===== src/inc/spisd_pkg.sv =====
package spisd_pkg;

   // Register map (byte addresses on the 8-bit register port)
   localparam logic [7:0] SPISD_STATUS_ADDR = 8'hC4;
   localparam logic [7:0] SPISD_DATA_ADDR   = 8'hC5;
   localparam logic [7:0] SPISD_CTRL_ADDR   = 8'hD4;

   // Status/control register field positions
   localparam int SPISD_ST_DONE_BIT  = 7;
   localparam int SPISD_ST_RSVD_BIT  = 6;
   localparam int SPISD_ST_OVR_BIT   = 5;
   localparam int SPISD_ST_FAULT_BIT = 4;
   localparam int SPISD_ST_TXE_BIT   = 3;
   localparam int SPISD_ST_LSB_BIT   = 2;
   localparam int SPISD_ST_TEIE_BIT  = 1;
   localparam int SPISD_ST_FIE_BIT   = 0;

   typedef struct packed {
      logic rate_select_high;
      logic interface_enable_bit;
      logic select_pin_disable;
      logic master_role_bit;
      logic clk_polarity;
      logic clk_phase;
      logic rate_select_mid;
      logic rate_select_low;
   } spisd_ctrl_t;

   typedef struct packed {
      logic transfer_done_flag;
      logic overrun_flag;
      logic mode_fault_flag;
      logic tx_empty_flag;
   } spisd_flags_t;

   typedef enum logic {
      SPISD_IDLE = 1'b0,
      SPISD_RUN  = 1'b1
   } spisd_state_t;

   localparam logic [7:0]   SPISD_CTRL_RESET  = 8'h14;
   localparam spisd_flags_t SPISD_FLAGS_RESET = 4'h1;
   localparam logic [3:0]   SPISD_BITS_PER_BYTE = 4'h8;

   // Half periods of the master clock, in system clocks
   localparam logic [6:0] SPISD_HALF_DIV4   = 7'h02;
   localparam logic [6:0] SPISD_HALF_DIV8   = 7'h04;
   localparam logic [6:0] SPISD_HALF_DIV16  = 7'h08;
   localparam logic [6:0] SPISD_HALF_DIV32  = 7'h10;
   localparam logic [6:0] SPISD_HALF_DIV64  = 7'h20;
   localparam logic [6:0] SPISD_HALF_DIV128 = 7'h40;

   // Invalid codes fall back to the slowest rate so a bad setting stays harmless
   function automatic logic [6:0] spisd_half_period(input logic [2:0] rate);
      case (rate)
         3'h1:    spisd_half_period = SPISD_HALF_DIV4;
         3'h2:    spisd_half_period = SPISD_HALF_DIV8;
         3'h3:    spisd_half_period = SPISD_HALF_DIV16;
         3'h4:    spisd_half_period = SPISD_HALF_DIV32;
         3'h5:    spisd_half_period = SPISD_HALF_DIV64;
         3'h6:    spisd_half_period = SPISD_HALF_DIV128;
         default: spisd_half_period = SPISD_HALF_DIV128;
      endcase
   endfunction

endpackage


===== src/spisd_sync.sv =====
`timescale 1ns/1ps
module spisd_sync
   import spisd_pkg::*;
#(
   parameter int WIDTH = 1
) (
   input  wire logic             sys_clk_in,
   input  wire logic             reset_in,
   input  wire logic             clk_en_in,
   input  wire logic [WIDTH-1:0] async_in,
   output logic      [WIDTH-1:0] sync_out
);

   logic [WIDTH-1:0] meta_reg;
   logic [WIDTH-1:0] stable_reg;

   always_ff @(posedge sys_clk_in) begin
      if (reset_in) begin
         meta_reg   <= '0;
         stable_reg <= '0;
      end else if (clk_en_in) begin
         meta_reg   <= async_in;
         stable_reg <= meta_reg;
      end
   end

   assign sync_out = stable_reg;

endmodule


===== src/spisd_top.sv =====
`timescale 1ns/1ps
// Summary of operation
// - Done flag sets when a byte completes; cleared while a master exchange runs.
// - Done flag clears on status read followed by data read or write.
// - Overrun sets when a byte completes with done still set; old byte kept.
// - Status read clears overrun and mode fault.
// - Mode fault sets on a select level wrong for the role.
// - Slave fault: data ignored while select high; restart when select low.
// - Master fault clears the interface enable bit.
// - Transmit-empty set when shift register free, cleared once loaded.
// - Status bit 2 selects LSB first; clear means MSB first.
// - Bit 1 routes transfer request to transmit-empty instead of done.
// - Fault request only while fault enable bit 0 is set.
// - Reset clears status bits 7, 5 and 4.
// - Data write loads the shift register directly.
// - Data read returns the receive buffer, never the shift register.
// - Clearing enable mid-exchange stops the engine at once.
// - Data write during an exchange counts as overrun.
// - Done flag requests the transfer interrupt only without transmit-empty enable.
// - Select disable suppresses mode fault requests.
// - Slave with select in use and high: data output released, bit counter cleared.
module spisd_top
   import spisd_pkg::*;
(
   input  wire logic       sys_clk_in,
   input  wire logic       reset_in,
   input  wire logic       clk_en_in,
   input  wire logic [7:0] reg_addr_in,
   input  wire logic [7:0] reg_wdata_in,
   input  wire logic       reg_wr_in,
   input  wire logic       reg_rd_in,
   output logic      [7:0] reg_rdata_out,
   input  wire logic       sck_in,
   output logic            sck_out,
   output logic            sck_oe_n_out,
   input  wire logic       mosi_in,
   output logic            mosi_out,
   output logic            mosi_oe_n_out,
   input  wire logic       miso_in,
   output logic            miso_out,
   output logic            miso_oe_n_out,
   input  wire logic       ss_n_in,
   output logic            irq_xfer_out,
   output logic            irq_fault_out
);

   logic [3:0]   pin_sync;
   logic         sck_s;
   logic         mosi_s;
   logic         miso_s;
   logic         ss_n_s;

   spisd_state_t state_reg, state_next;
   spisd_ctrl_t  ctrl_reg, ctrl_next;
   spisd_flags_t flags_reg, flags_next;
   logic         lsb_first_select_reg, lsb_first_select_next;
   logic         tx_empty_irq_enable_reg, tx_empty_irq_enable_next;
   logic         fault_irq_enable_reg, fault_irq_enable_next;
   logic [7:0]   rx_buf_reg, rx_buf_next;
   logic [7:0]   tx_sh_reg, tx_sh_next;
   logic [7:0]   rx_sh_reg, rx_sh_next;
   logic [3:0]   bit_cnt_reg, bit_cnt_next;
   logic [6:0]   div_cnt_reg, div_cnt_next;
   logic         sck_reg, sck_next;
   logic         sck_prev_reg, sck_prev_next;
   logic         armed_reg, armed_next;
   logic [7:0]   rdata_reg, rdata_next;
   logic         dout_reg, dout_next;
   logic         sck_oe_n_reg, sck_oe_n_next;
   logic         mosi_oe_n_reg, mosi_oe_n_next;
   logic         miso_oe_n_reg, miso_oe_n_next;
   logic         irq_xfer_reg, irq_xfer_next;
   logic         irq_fault_reg, irq_fault_next;

   logic         select_used;
   logic         selected;
   logic         busy;
   logic         lead_ev;
   logic         trail_ev;
   logic         sample_ev;
   logic         shift_ev;
   logic         din;
   logic [3:0]   cnt_after;
   logic         wr_status;
   logic         wr_data;
   logic         wr_ctrl;
   logic         rd_status;
   logic         rd_data;

   spisd_sync #(
      .WIDTH (4)
   ) u_pin_sync (
      .sys_clk_in (sys_clk_in),
      .reset_in   (reset_in),
      .clk_en_in  (clk_en_in),
      .async_in   ({sck_in, mosi_in, miso_in, ss_n_in}),
      .sync_out   (pin_sync)
   );

   assign sck_s  = pin_sync[3];
   assign mosi_s = pin_sync[2];
   assign miso_s = pin_sync[1];
   assign ss_n_s = pin_sync[0];

   always_comb begin
      state_next               = state_reg;
      ctrl_next                = ctrl_reg;
      flags_next               = flags_reg;
      lsb_first_select_next    = lsb_first_select_reg;
      tx_empty_irq_enable_next = tx_empty_irq_enable_reg;
      fault_irq_enable_next    = fault_irq_enable_reg;
      rx_buf_next              = rx_buf_reg;
      tx_sh_next               = tx_sh_reg;
      rx_sh_next               = rx_sh_reg;
      bit_cnt_next             = bit_cnt_reg;
      div_cnt_next             = div_cnt_reg;
      sck_next                 = (state_reg == SPISD_RUN) ? sck_reg : ctrl_reg.clk_polarity;
      sck_prev_next            = sck_s;
      armed_next               = armed_reg;
      rdata_next               = 8'h00;
      lead_ev                  = 1'b0;
      trail_ev                 = 1'b0;
      cnt_after                = bit_cnt_reg;

      wr_status = reg_wr_in && (reg_addr_in == SPISD_STATUS_ADDR);
      wr_data   = reg_wr_in && (reg_addr_in == SPISD_DATA_ADDR);
      wr_ctrl   = reg_wr_in && (reg_addr_in == SPISD_CTRL_ADDR);
      rd_status = reg_rd_in && (reg_addr_in == SPISD_STATUS_ADDR);
      rd_data   = reg_rd_in && (reg_addr_in == SPISD_DATA_ADDR);

      // In slave mode with phase 0 the select pin stays in use even when disabled
      select_used = !ctrl_reg.select_pin_disable
                    || (!ctrl_reg.master_role_bit && !ctrl_reg.clk_phase);
      selected    = select_used ? !ss_n_s : 1'b1;
      busy        = (state_reg == SPISD_RUN)
                    && (ctrl_reg.master_role_bit || (bit_cnt_reg != 4'h0));
      din         = ctrl_reg.master_role_bit ? miso_s : mosi_s;

      if (reg_rd_in) begin
         case (reg_addr_in)
            SPISD_STATUS_ADDR: begin
               rdata_next[SPISD_ST_DONE_BIT]  = flags_reg.transfer_done_flag;
               rdata_next[SPISD_ST_RSVD_BIT]  = 1'b0;
               rdata_next[SPISD_ST_OVR_BIT]   = flags_reg.overrun_flag;
               rdata_next[SPISD_ST_FAULT_BIT] = flags_reg.mode_fault_flag;
               rdata_next[SPISD_ST_TXE_BIT]   = flags_reg.tx_empty_flag;
               rdata_next[SPISD_ST_LSB_BIT]   = lsb_first_select_reg;
               rdata_next[SPISD_ST_TEIE_BIT]  = tx_empty_irq_enable_reg;
               rdata_next[SPISD_ST_FIE_BIT]   = fault_irq_enable_reg;
            end
            SPISD_DATA_ADDR: rdata_next = rx_buf_reg;
            SPISD_CTRL_ADDR: rdata_next = ctrl_reg;
            default:         rdata_next = 8'h00;
         endcase
      end

      // Software side effects come first so hardware sets below win
      if (wr_ctrl) begin
         ctrl_next = reg_wdata_in;
      end
      if (wr_status) begin
         lsb_first_select_next    = reg_wdata_in[SPISD_ST_LSB_BIT];
         tx_empty_irq_enable_next = reg_wdata_in[SPISD_ST_TEIE_BIT];
         fault_irq_enable_next    = reg_wdata_in[SPISD_ST_FIE_BIT];
      end
      if (rd_status) begin
         flags_next.overrun_flag    = 1'b0;
         flags_next.mode_fault_flag = 1'b0;
         armed_next                 = flags_reg.transfer_done_flag;
      end
      if ((rd_data || wr_data) && !rd_status) begin
         if (armed_reg) begin
            flags_next.transfer_done_flag = 1'b0;
         end
         armed_next = 1'b0;
      end
      if (wr_data) begin
         if (busy) begin
            flags_next.overrun_flag = 1'b1;
         end else begin
            tx_sh_next               = reg_wdata_in;
            flags_next.tx_empty_flag = 1'b0;
            if (ctrl_reg.interface_enable_bit && ctrl_reg.master_role_bit) begin
               state_next                    = SPISD_RUN;
               bit_cnt_next                  = 4'h0;
               div_cnt_next                  = 7'h00;
               sck_next                      = ctrl_reg.clk_polarity;
               flags_next.transfer_done_flag = 1'b0;
            end
         end
      end

      // Clock edges: the master makes its own, the slave watches the pin
      if (state_reg == SPISD_RUN) begin
         if (ctrl_reg.master_role_bit) begin
            div_cnt_next = div_cnt_reg + 7'h01;
            if (div_cnt_next == spisd_half_period({ctrl_reg.rate_select_high,
                                                   ctrl_reg.rate_select_mid,
                                                   ctrl_reg.rate_select_low})) begin
               div_cnt_next = 7'h00;
               sck_next     = !sck_reg;
               lead_ev      = (sck_reg == ctrl_reg.clk_polarity);
               trail_ev     = (sck_reg != ctrl_reg.clk_polarity);
            end
         end else if (sck_s != sck_prev_reg) begin
            lead_ev  = (sck_prev_reg == ctrl_reg.clk_polarity);
            trail_ev = (sck_prev_reg != ctrl_reg.clk_polarity);
         end
      end
      sample_ev = ctrl_reg.clk_phase ? trail_ev : lead_ev;
      shift_ev  = ctrl_reg.clk_phase ? lead_ev : trail_ev;

      if (sample_ev) begin
         rx_sh_next = lsb_first_select_reg ? {din, rx_sh_reg[7:1]}
                                           : {rx_sh_reg[6:0], din};
         cnt_after  = bit_cnt_reg + 4'h1;
      end
      bit_cnt_next = (state_reg == SPISD_RUN) ? cnt_after : bit_cnt_next;
      if (shift_ev && (bit_cnt_reg != 4'h0)) begin
         tx_sh_next = lsb_first_select_reg ? {1'b0, tx_sh_reg[7:1]}
                                           : {tx_sh_reg[6:0], 1'b0};
      end
      if (trail_ev && (cnt_after == SPISD_BITS_PER_BYTE)) begin
         bit_cnt_next             = 4'h0;
         flags_next.tx_empty_flag = 1'b1;
         if (flags_next.transfer_done_flag) begin
            flags_next.overrun_flag = 1'b1;
         end else begin
            rx_buf_next                   = rx_sh_next;
            flags_next.transfer_done_flag = 1'b1;
         end
         if (ctrl_reg.master_role_bit) begin
            state_next = SPISD_IDLE;
            sck_next   = ctrl_reg.clk_polarity;
         end
      end

      // Select pin supervision and role handling
      if (!ctrl_reg.interface_enable_bit) begin
         state_next               = SPISD_IDLE;
         bit_cnt_next             = 4'h0;
         sck_next                 = ctrl_reg.clk_polarity;
         flags_next.tx_empty_flag = 1'b1;
      end else if (ctrl_reg.master_role_bit) begin
         if (select_used && !ss_n_s) begin
            flags_next.mode_fault_flag     = 1'b1;
            ctrl_next.interface_enable_bit = 1'b0;
            state_next                     = SPISD_IDLE;
            bit_cnt_next                   = 4'h0;
            sck_next                       = ctrl_reg.clk_polarity;
         end
      end else if (!selected) begin
         if (state_reg == SPISD_RUN) begin
            flags_next.mode_fault_flag = 1'b1;
         end
         state_next   = SPISD_IDLE;
         bit_cnt_next = 4'h0;
      end else if (state_reg == SPISD_IDLE) begin
         state_next   = SPISD_RUN;
         bit_cnt_next = 4'h0;
      end

      sck_oe_n_next  = !(ctrl_reg.interface_enable_bit && ctrl_reg.master_role_bit);
      mosi_oe_n_next = sck_oe_n_next;
      miso_oe_n_next = !(ctrl_reg.interface_enable_bit && !ctrl_reg.master_role_bit
                         && selected && (state_next == SPISD_RUN));
      // Output bit follows the next shift value so the pin lags by no extra cycle
      dout_next = lsb_first_select_next ? tx_sh_next[0] : tx_sh_next[7];

      irq_xfer_next  = tx_empty_irq_enable_next ? flags_next.tx_empty_flag
                                                : flags_next.transfer_done_flag;
      irq_fault_next = fault_irq_enable_next && flags_next.mode_fault_flag
                       && !ctrl_next.select_pin_disable;
   end

   always_ff @(posedge sys_clk_in) begin
      if (reset_in) begin
         state_reg               <= SPISD_IDLE;
         ctrl_reg                <= SPISD_CTRL_RESET;
         flags_reg               <= SPISD_FLAGS_RESET;
         lsb_first_select_reg    <= 1'b0;
         tx_empty_irq_enable_reg <= 1'b0;
         fault_irq_enable_reg    <= 1'b0;
         rx_buf_reg              <= 8'h00;
         tx_sh_reg               <= 8'h00;
         rx_sh_reg               <= 8'h00;
         bit_cnt_reg             <= 4'h0;
         div_cnt_reg             <= 7'h00;
         sck_reg                 <= 1'b0;
         sck_prev_reg            <= 1'b0;
         armed_reg               <= 1'b0;
         rdata_reg               <= 8'h00;
         dout_reg                <= 1'b0;
         sck_oe_n_reg            <= 1'b1;
         mosi_oe_n_reg           <= 1'b1;
         miso_oe_n_reg           <= 1'b1;
         irq_xfer_reg            <= 1'b0;
         irq_fault_reg           <= 1'b0;
      end else if (clk_en_in) begin
         state_reg               <= state_next;
         ctrl_reg                <= ctrl_next;
         flags_reg               <= flags_next;
         lsb_first_select_reg    <= lsb_first_select_next;
         tx_empty_irq_enable_reg <= tx_empty_irq_enable_next;
         fault_irq_enable_reg    <= fault_irq_enable_next;
         rx_buf_reg              <= rx_buf_next;
         tx_sh_reg               <= tx_sh_next;
         rx_sh_reg               <= rx_sh_next;
         bit_cnt_reg             <= bit_cnt_next;
         div_cnt_reg             <= div_cnt_next;
         sck_reg                 <= sck_next;
         sck_prev_reg            <= sck_prev_next;
         armed_reg               <= armed_next;
         rdata_reg               <= rdata_next;
         dout_reg                <= dout_next;
         sck_oe_n_reg            <= sck_oe_n_next;
         mosi_oe_n_reg           <= mosi_oe_n_next;
         miso_oe_n_reg           <= miso_oe_n_next;
         irq_xfer_reg            <= irq_xfer_next;
         irq_fault_reg           <= irq_fault_next;
      end
   end

   assign reg_rdata_out = rdata_reg;
   assign sck_out       = sck_reg;
   assign sck_oe_n_out  = sck_oe_n_reg;
   assign mosi_out      = dout_reg;
   assign mosi_oe_n_out = mosi_oe_n_reg;
   assign miso_out      = dout_reg;
   assign miso_oe_n_out = miso_oe_n_reg;
   assign irq_xfer_out  = irq_xfer_reg;
   assign irq_fault_out = irq_fault_reg;

endmodule


===== config.mk =====
export PLATFORM = sky130hd
export DESIGN_NAME = spisd_top
export DESIGN_NICKNAME = d
export VERILOG_FILES = /design/src/inc/spisd_pkg.sv /design/src/spisd_sync.sv /design/src/spisd_top.sv
export SDC_FILE = /design/constraint.sdc
export NUM_CORES = 1
export LEC_CHECK = 0
export BUFFER_PORTS_ARGS = -buffer_cell sky130_fd_sc_hd__buf_2
export CORE_AREA = 4 4 104 106
export CTS_BUF_LIST = sky130_fd_sc_hd__clkbuf_2 sky130_fd_sc_hd__clkbuf_4 sky130_fd_sc_hd__clkbuf_8
export DETAILED_ROUTE_END_ITERATION = 8
export DIE_AREA = 0 0 108 110
export MAX_ROUTING_LAYER = met4
export PLACE_DENSITY_LB_ADDON = 0.1
export SLEW_MARGIN = 5
export SYNTH_ARGS = -nofsm -noshare
export SYNTH_HDL_FRONTEND = slang
export SYNTH_SLANG_ARGS = --single-unit

===== constraint.sdc =====
create_clock -name sys_clk_in -period 9.9 [get_ports sys_clk_in]
set_input_delay 0 -clock sys_clk_in [delete_from_list [all_inputs] [get_ports sys_clk_in]]
set_output_delay 0 -clock sys_clk_in [all_outputs]
set_load 0.005 [all_outputs]

==> flow_summary_export.csv <==
group,metric,value,unit
sta,slew_viol_final,0,
grt,gr-usage-all-layers,20.5,%
synth,yosys.cell_types.count,67,
drt,num_vias,3993,
worst_hold_path,min_path_type,"input pin to flop",
grt,grt_max_degree,62,
cts,ctsResizeCount,0,
drt,drc,0,
floorplan,rows,36,
synth,synth_top_cell_area_share,34.6,%
drt,firstDrtPassIters,5,
cts,clkLatencyLatePin,0.35,ns
floorplan,start_util,44.3,%
synth,yosys.area.top_type,"dfxtp_1",
sta,post-route-period-util,40.1,%
grt,met3_usage,3.32,%
drt,via_per_inst,5.77,
grt,grt_util_met2,31.3,%
floorplan,die_x,108,microns
finish,nets,582,
critical_path,crit_fanout,33,
grt,overflow,0,
sta,finalCriticalPeriod,3.97,ns
floorplan,dieArea,0.0119,sq mm
synth,yosys_most_used_dff,"dfxtp_1",
sta,worstMarginPinSlew,1.11,ns
cts,clock_sinks,75,
synth,ys_seq_area_share,34.6,%
sta,rsz0062_at_grt,"false",
synth,ys_warn_count,0,
sta,setup_ws,5.93,ns
finish,insertedDiodeCount,0,
sta,relSlewSlack,25.8,%
sta,hold_viol,0,
drt,drt-total-wl,11400,microns
finish,layout_commonest_cell,"dfxtp_1",
grt,antenna_found_initial,0,
critical_path,crit_type,"flop to flop",
critical_path,arrival,4.20,ns
critical_path,startpoint_type,"flop",
cts,h-tree-depth,3,
placement,place_hpwl,7990,microns
synth,syn_inst,530,
synth,synthesis.area,0.00433,sq mm
drt,first_iter_violations,276,
finish,area_growth,12.4,%
sta,fin_worst_skew,0.0174,ns
synth,synth_fp_nets,558,
synth,ys_seq_elements,75,
grt,use_met1,28.6,%
finish,drive_gt1_share,14.0,%
placement,port_buffers,40,
floorplan,die_h,110,microns
finish,utilization,49.8,%
floorplan,io_pins,41,
floorplan,coreArea,0.00977,sq mm
finish,mostFrequentLayoutCells,"dfxtp_1 (75), nor2_1 (62), nand2_1 (49)",
outcome,outcome,"finished, final reports clean",
synth,avgSynthCellArea,8.18,sq um
cts,cts.path.max_buffers,2,
grt,busiest_layer,"met2",
critical_path,critPathCaptureType,"flop",
synth,synth-edff-count,0,
cts,clkSlewWorstSetupHoldPaths,0.08,ns
job,cap_violations,0,
synth,synth_area_leaders,"dfxtp_1 (35%), mux2i_1 (9.0%), nor2_1 (5.4%), a21oi_1 (4.8%), nand2_1 (4.2%)",
pwr,p_per_area,127,mW/mm^2
cts,cts_tree,"done",
sta,tns,0,ns
synth,async_flop_share,0,%
grt,grt_pass1_vias,3682,
pwr,p_leak,1.85,nW
grt,grt_pass1_wl,18900,microns
pwr,total_power,0.618,mW
drt,postRouteAntennaNets,0,
placement,gp_congestion,0.864,
cts,cts-buffers-inserted,9,
sta,fmax,0.252,GHz
critical_path,critPathRequiredTime,10.13,ns
placement,pre_cts_slack,6.02,ns
pwr,irDropWorstVdd,0.0677,mV
drt,wire_per_inst,16.5,microns
cts,post-cts-setup-buffer-count,0,
sta,setup_viol,0,
cts,ctsRootBufferMaster,"clkbuf_8",
==> synth_stat cells, drive strengths merged, types with 2 or more instances <==
| library cell | instances |
|---|---|
| o21ai | 24 |
| a211o | 4 |
| clkbuf | 30 |
| nand3b | 3 |
| o41a | 2 |
| mux2 | 12 |
| and3b | 2 |
| nor3b | 3 |
| ha | 3 |
| nor3 | 3 |
| a2111oi | 3 |
| a311oi | 9 |
| o211ai | 3 |
| and2 | 3 |
| nand2b | 3 |
| xnor2 | 7 |
| a22oi | 10 |
| inv | 19 |
| o22ai | 8 |
| and3 | 6 |
| buf | 9 |
| a21o | 2 |
| or3 | 7 |
| a22o | 2 |
| a221oi | 8 |
| o2111ai | 3 |
| nor2b | 13 |
| nor2 | 62 |
| nand3 | 17 |
| o41ai | 3 |
| nand2 | 49 |
| a21oi | 42 |
| o21bai | 2 |
| dfxtp | 75 |
| a211oi | 13 |
| a31oi | 5 |
| mux2i | 40 |
| nand4 | 2 |
==> area by class of cell <==
cell class              instances  area, sq um
inverters                      20         75.1
repair buffers                 52          315
clock inverters                 6         87.6
flip-flops and latches         75         1500
fillers                       988         4900
clock buffers                  10          131
multi-input cells             396         2590
well taps                     133          166
==> stage by stage <==
step           hold WS, ns  area, sq um  cells
3_5_place_dp         0.243         4550    666
3_3_place_gp         0.237         4550    666
2_1_floorplan        0.144         4330    530
4_1_cts            0.00921         4870    692
5_1_grt             0.0368         4870    692
6_report            0.0262         4870    692
==> kinds of logic after synthesis <==
logic type | synth area share (%)
buffers and inverters | 5.48
flip-flops | 34.6
AO/OA/AOI/OAI | 24.4
adder cells (fa/ha/maj) | 0.866
XOR/XNOR | 1.62
AND/OR/NAND/NOR | 19.9
multiplexers | 13.1
==> path summary, 6_finish.rpt <==
check,cells past startpoint,slack [ns],startpoint,end
worst max-delay path,10,5.93,div_cnt_reg[0],bit_cnt_reg[1]
worst min register to register,2,0.47,reg_rdata_out[6],reg_rdata_out[6]
worst max register to register,10,5.93,div_cnt_reg[0],bit_cnt_reg[1]
worst min-delay path,3,0.03,reg_wdata_in[4],ctrl_reg[4]
==> power by group <==
part           internal, mW  switching, mW
Combinational        0.0172         0.0266
Clock                 0.145          0.118
Sequential            0.305        0.00540
Total                 0.468          0.150
==> critical path, cell delays in order (launching register included) <==
cell and delay (ns):
dfxtp_1 0.38, ha_1 0.33, and4b_1 0.29, a31oi_1 0.04
o221a_2 0.29, a211o_1 0.37, o41ai_1 0.56, a22o_1 0.96
o21bai_1 0.15, and3_1 0.23, a221o_1 0.25
==> layer usage <==
metal,share of wire [%],vias to the layer above
li1,-,1990
met1,49,1872
met2,45,120
met3,5.2,11
met4,1.1,0
met5,0,-
==> timing repair <==
| action | 4_1_cts | 5_1_grt |
|---|---|---|
| setup endpoints to repair | 0 | 0 |
| hold buffers | 10 | 0 |
| endpoints found under the hold margin | 12 | 0 |
(Power assumes the default switching activity.)
